$ cat src/tsw_pkg.sv
// Constants for the two-stage watchdog timer
// What this block does
// - Free-running counter restarted by software never reaches terminal count when kept serviced.
// - Two-bit select picks first-stage interval of 2^15, 2^18, 2^21 or 2^24 clocks.
// - First-stage expiry raises interrupt request only when the interrupt is enabled.
// - Reset stage begins exactly 512 clocks after the interrupt stage, for every code.
// - No restart by end of second stage asserts system reset only when the reset is enabled; otherwise counting resumes.
// - Counter advances once per system clock; the select field only sets the terminal count.
// - Any internal reset, watchdog included, drives the active-low reset pin low.
package tsw_pkg;
    localparam int          TSW_CNT_W       = 24;
    localparam int          TSW_SHIFT_BASE  = 15;
    localparam int          TSW_SHIFT_STEP  = 3;
    localparam logic [9:0]  TSW_RST_DELAY   = 10'h200;
    localparam logic [9:0]  TSW_RST_HOLD    = 10'h004;
    localparam logic [23:0] TSW_CNT_RST     = 24'h000000;

    typedef enum logic [2:0] {
        TSW_ST_COUNT = 3'b001,
        TSW_ST_WARN  = 3'b010,
        TSW_ST_RESET = 3'b100
    } tsw_state_t;
endpackage

$ cat src/tsw_watchdog.sv
// Two-stage watchdog timer core
`timescale 1ns/1ps
`default_nettype none
module tsw_watchdog
    import tsw_pkg::*;
(
    input  wire logic       core_clk,
    input  wire logic       sys_rst,
    input  wire logic       restart,
    input  wire logic [1:0] timeout_interval_select,
    input  wire logic       wdt_int_enable,
    input  wire logic       wdt_reset_enable,
    input  wire logic       other_int_reset,
    output logic            wdt_irq,
    output logic            wdt_sys_reset,
    output logic            wdt_timeout_flag,
    output logic            reset_pin_out,
    output logic            reset_pin_oe
);
    // Terminal count of first stage for a select code
    function automatic logic [TSW_CNT_W-1:0] tsw_term(input logic [1:0] sel);
        int sh;
        sh = TSW_SHIFT_BASE + TSW_SHIFT_STEP * int'(sel);
        tsw_term = TSW_CNT_W'((64'h1 << sh) - 64'h1);
    endfunction

    tsw_state_t           st_q, st_d;
    logic [TSW_CNT_W-1:0] cnt_q, cnt_d;
    logic [9:0]           sub_q, sub_d;
    logic                 flag_q, flag_d;
    logic                 irq_q, irq_d;
    logic                 rst_q, rst_d;
    logic                 pin_q, pin_d;

    always_comb begin
        st_d   = st_q;
        cnt_d  = cnt_q;
        sub_d  = sub_q;
        flag_d = flag_q;
        irq_d  = 1'b0;
        rst_d  = 1'b0;
        case (st_q)
            TSW_ST_COUNT: begin
                if (restart) begin
                    cnt_d = TSW_CNT_RST;
                end else if (cnt_q == tsw_term(timeout_interval_select)) begin
                    cnt_d  = TSW_CNT_RST;
                    sub_d  = 10'h001;
                    flag_d = 1'b1;
                    st_d   = TSW_ST_WARN;
                    irq_d  = wdt_int_enable;
                end else begin
                    cnt_d = cnt_q + 24'h000001;
                end
            end
            TSW_ST_WARN: begin
                irq_d = wdt_int_enable;
                if (restart) begin
                    cnt_d = TSW_CNT_RST;
                    sub_d = 10'h000;
                    irq_d = 1'b0;
                    st_d  = TSW_ST_COUNT;
                end else if (sub_q == TSW_RST_DELAY) begin
                    sub_d = 10'h001;
                    irq_d = 1'b0;
                    if (wdt_reset_enable) begin
                        st_d  = TSW_ST_RESET;
                        rst_d = 1'b1;
                    end else begin
                        st_d = TSW_ST_COUNT;
                    end
                end else begin
                    sub_d = sub_q + 10'h001;
                end
            end
            TSW_ST_RESET: begin
                rst_d = 1'b1;
                if (sub_q == TSW_RST_HOLD) begin
                    sub_d = 10'h000;
                    rst_d = 1'b0;
                    st_d  = TSW_ST_COUNT;
                end else begin
                    sub_d = sub_q + 10'h001;
                end
            end
            default: begin
                st_d  = TSW_ST_COUNT;
                cnt_d = TSW_CNT_RST;
                sub_d = 10'h000;
            end
        endcase
        if (restart) begin
            flag_d = 1'b0;
        end
        pin_d = rst_d | other_int_reset;
    end

    always_ff @(posedge core_clk) begin
        if (sys_rst) begin
            st_q   <= TSW_ST_COUNT;
            cnt_q  <= TSW_CNT_RST;
            sub_q  <= 10'h000;
            flag_q <= 1'b0;
            irq_q  <= 1'b0;
            rst_q  <= 1'b0;
            pin_q  <= 1'b0;
        end else begin
            st_q   <= st_d;
            cnt_q  <= cnt_d;
            sub_q  <= sub_d;
            flag_q <= flag_d;
            irq_q  <= irq_d;
            rst_q  <= rst_d;
            pin_q  <= pin_d;
        end
    end

    assign wdt_irq          = irq_q;
    assign wdt_sys_reset    = rst_q;
    assign wdt_timeout_flag = flag_q;
    assign reset_pin_out    = 1'b0;
    assign reset_pin_oe     = pin_q;
endmodule
`default_nettype wire

$ cat config.mk
export PLATFORM = sky130hd
export DESIGN_NAME = tsw_watchdog
export DESIGN_NICKNAME = d
export VERILOG_FILES = /design/src/tsw_pkg.sv /design/src/tsw_watchdog.sv
export SDC_FILE = /design/constraint.sdc
export NUM_CORES = 1
export LEC_CHECK = 0
export ABC_CLOCK_PERIOD_IN_PS = 7180
export BUFFER_PORTS_ARGS = -buffer_cell sky130_fd_sc_hd__buf_2
export CELL_PAD_IN_SITES_DETAIL_PLACEMENT = 1
export CELL_PAD_IN_SITES_GLOBAL_PLACEMENT = 2
export CORE_MARGIN = 2
export CORE_UTILIZATION = 39
export DETAILED_ROUTE_END_ITERATION = 10
export GPL_TIMING_DRIVEN = 0
export HOLD_SLACK_MARGIN = 0.06
export PLACE_DENSITY_LB_ADDON = 0.1
export SLEW_MARGIN = 20
export SYNTH_ARGS = -nofsm -noshare
export SYNTH_HDL_FRONTEND = slang
export SYNTH_SLANG_ARGS = --single-unit
$ cat constraint.sdc
create_clock -name core_clk -period 7.18 [get_ports core_clk]
set_input_delay 1.436 -clock core_clk [delete_from_list [all_inputs] [get_ports core_clk]]
set_output_delay 1.436 -clock core_clk [all_outputs]
set_load 0.05 [all_outputs]
==> metrics.yaml <==
sta:
  whs_ns: 0.501
  clock.fmax_ghz: 0.198
  setup_viol: 0
  post-route-min-period_ns: 5.06
  hold_viol_final: 0
  maxSlewHeadroom_pct: 42.9
  slew_violations: 0
  worstMarginPinSlew_ns: 0.854
  skew_ns: 0.00831
  timing.final.crit_share_pct: 70.4
  finalSetupTns_ns: 0
  rsz0062_at_grt: "false"
global_route:
  grt_max_degree: 14
  grt_pass1_wl_mm: 13.8
  grt_pass1_vias: 2888
  grt_antenna_before_repair: 0
  grt.total_usage_pct: 20.6
  overflow: 0
synth:
  synth.top_cells.by_area: "dfxtp_1 (28%), nand2_1 (5.6%), nand3_1 (5.5%)"
  synth-adder-area-share_pct: 4.77
  ys_seq_elements: 41
  synth_xor_area_share_pct: 7.72
  synth_area_leader_cell: "dfxtp_1"
  yosysTopAreaCellShare_pct: 28.4
  syn_nets: 397
  syn_area_mm2: 0.00289
  muxShareOfSynthArea_pct: 1.52
  synth_compound_area_share_pct: 23.6
  synth_ff_type: "dfxtp_1"
  synth_top_family_by_area: "simple AND/OR/NAND/NOR gates"
  synthSimpleGateAreaFrac_pct: 28.3
  ys_seq_area_share_pct: 28.4
  ys_warn_count: 0
  synthTopCellsByCount: "nand2_1 (43), dfxtp_1 (41), nand3_1 (32), o21ai_0 (29), nor2_1 (28)"
  synthCells: 378
  synth_edf_count: 0
  synthArstFlopShare_pct: 0
  synth_area_per_cell_um2: 7.64
  synth_cell_types: 61
  yosysMostFrequentCell: "nand2_1"
placement:
  dp_hpwl_mm: 6.07
  place_congestion: 0.837
  io_buffers: 11
power_and_ir_drop:
  vdd_drop_max_mv: 0.0743
  p_leak_nw: 1.07
  power_density_mw_per_mm2: 146
  finalPower_uw: 462
outcome:
  run_status: "complete, no violations"
critical_path:
  rr_worst_depth: 9
  worstSetupPathType: "in -> reg"
  path_max_fanout: 10
  crit_chain: "buf_2 -> inv_1 -> ha_1 -> buf_2 -> clkbuf_1 -> nand2_1 -> or3_1 -> ha_1 -> clkbuf_1 -> xor2_1 -> xnor2_1 -> a31o_2 -> o2111ai_1 -> a2111oi_4 -> a21oi_2 -> buf_2 -> nand3_1 -> o311ai_1"
  crit_end: "cnt_q[5]"
  regToRegSetupSlack_ns: 4.39
  slowest_delay_ns: 0.45
  crit_start: "timeout_interval_select[1]"
  slowest_stage: "a21oi_2"
  arrival_ns: 5.25
  cp-start-kind: "primary input"
  critical_path.most_common_cell: "buf_2"
  required_ns: 7.38
  rr_startpoint: "cnt_q[0]"
  r2r-end: "cnt_q[22]"
  end_kind: "flip-flop"
cts:
  path_clk_slew_ns: 0.08
  cts-root-buf: "clkbuf_8"
  post_cts_buffers: 0
  cts_hold_buf: 0
  postCtsResizedCells: 0
  clock_latency_ns: 0.30
  cts.sinks: 41
  cts_buffers: 5
  cts_tree: "built"
  cts_buffer_depth: 2
  htree_levels: 2
routing:
  postRouteAntennaNets: 0
  vias: 2815
  avgViaCountPerCell: 5.68
  wl_per_cell_um: 16.1
  drtIter0Drc: 97
  wl_mm: 8.00
  first_pass_iters: 4
  drcViolationCount: 0
floorplan:
  ios: 13
  initial_core_util_pct: 40.0
  rows: 31
  die_w_um: 90.0
  die_area_mm2: 0.00811
  fp.dieH_um: 90.0
  fp.coreArea_mm2: 0.00721
job:
  maxCapViolations: 0
layout:
  nets: 415
  n_antenna_cell: 0
  syn_to_final_growth_pct: 9.84
  drive_above_1_share_pct: 9.57
  num-fill-cells: 951
  utilization_pct: 43.9
hold_path:
  hp-class: "reg -> reg"
-- worst min path at each step --
stage	from	end	slack (ns)	depth (start not counted)
after global routing	sub_q[4]	sub_q[4]	0.53	1
after global placement	sub_q[8]	sub_q[8]	0.46	1
after floorplan	sub_q[8]	sub_q[8]	0.45	1
final	sub_q[8]	sub_q[8]	0.50	1
after detailed placement	sub_q[8]	sub_q[8]	0.48	1
after CTS	sub_q[8]	sub_q[8]	0.50	1
-- per-layer routing --
metal / share of wire, % / GRT usage, %
met5: 0 / 0
met4: 0.74 / 3.97
met3: 1.7 / 2.77
met2: 52 / 38.3
met1: 46 / 25.3
-- worst max-delay path: cells and delay by family --
kind,cells,cell delay (ns)
adders and majority gates,2,0.33
AOI/OAI and AO/OA,5,1.07
buffers and inverters,6,1.36
xor gates and xnor gates,2,0.38
and+or+nand+nor,3,0.64
-- state kept, by name, summed over array words and instances, names as in the netlist --
signal            count
sub_q                10
wdt_irq               1
cnt_q                24
st_q                  3
wdt_timeout_flag      1
wdt_sys_reset         1
reset_pin_oe          1
-- report_power, final --
group,internal (mW),switching [mW]
Sequential,0.228,0.000953
Combinational,0.0205,0.0359
Clock,0.0890,0.0880
Total,0.337,0.125
-- area by class of cell --
type	count	area, µm²	share of cell area [%]
clock buffers	7	96.3	3.04
clock inverters	1	8.76	0.276
inverters	15	56.3	1.78
multi-input cells	300	1910	60.1
repair buffers	11	55.1	1.74
flip-flops and latches	41	821	25.9
well taps	99	124	3.91
plain buffers	22	103	3.24
-- through the flow --
stage | cell area (µm²) | setup slack (ns) | cells
2_1_floorplan | 2890 | 2.66 | 378
3_5_place_dp | 3070 | 1.79 | 488
5_1_grt | 3170 | 1.78 | 496
4_1_cts | 3170 | 2.11 | 496
6_report | 3170 | 2.12 | 496
3_3_place_gp | 3070 | 1.80 | 488
-- logic make-up (layout without fill, tap and decap cells) --
logic type | count (synthesis) | after routing
xor+xnor | 23 | 23
buf+inv | 37 | 56
fa+ha+maj | 11 | 11
simple gates | 161 | 161
flops | 41 | 41
other cells | 1 | 1
mux | 4 | 4
compound gates | 100 | 100
-- cell usage in the layout, fill, tap and decap left out, drive strengths merged, types with 11 or more instances in the layout --
master  count
nand3      32
xnor2      14
o21ai      29
nand2      43
clkbuf     22
a21oi      16
inv        16
nor2       28
ha         11
buf        18
a31oi      11
or3        15
dfxtp      41
No activity file was read; power rests on OpenSTA's default activity.
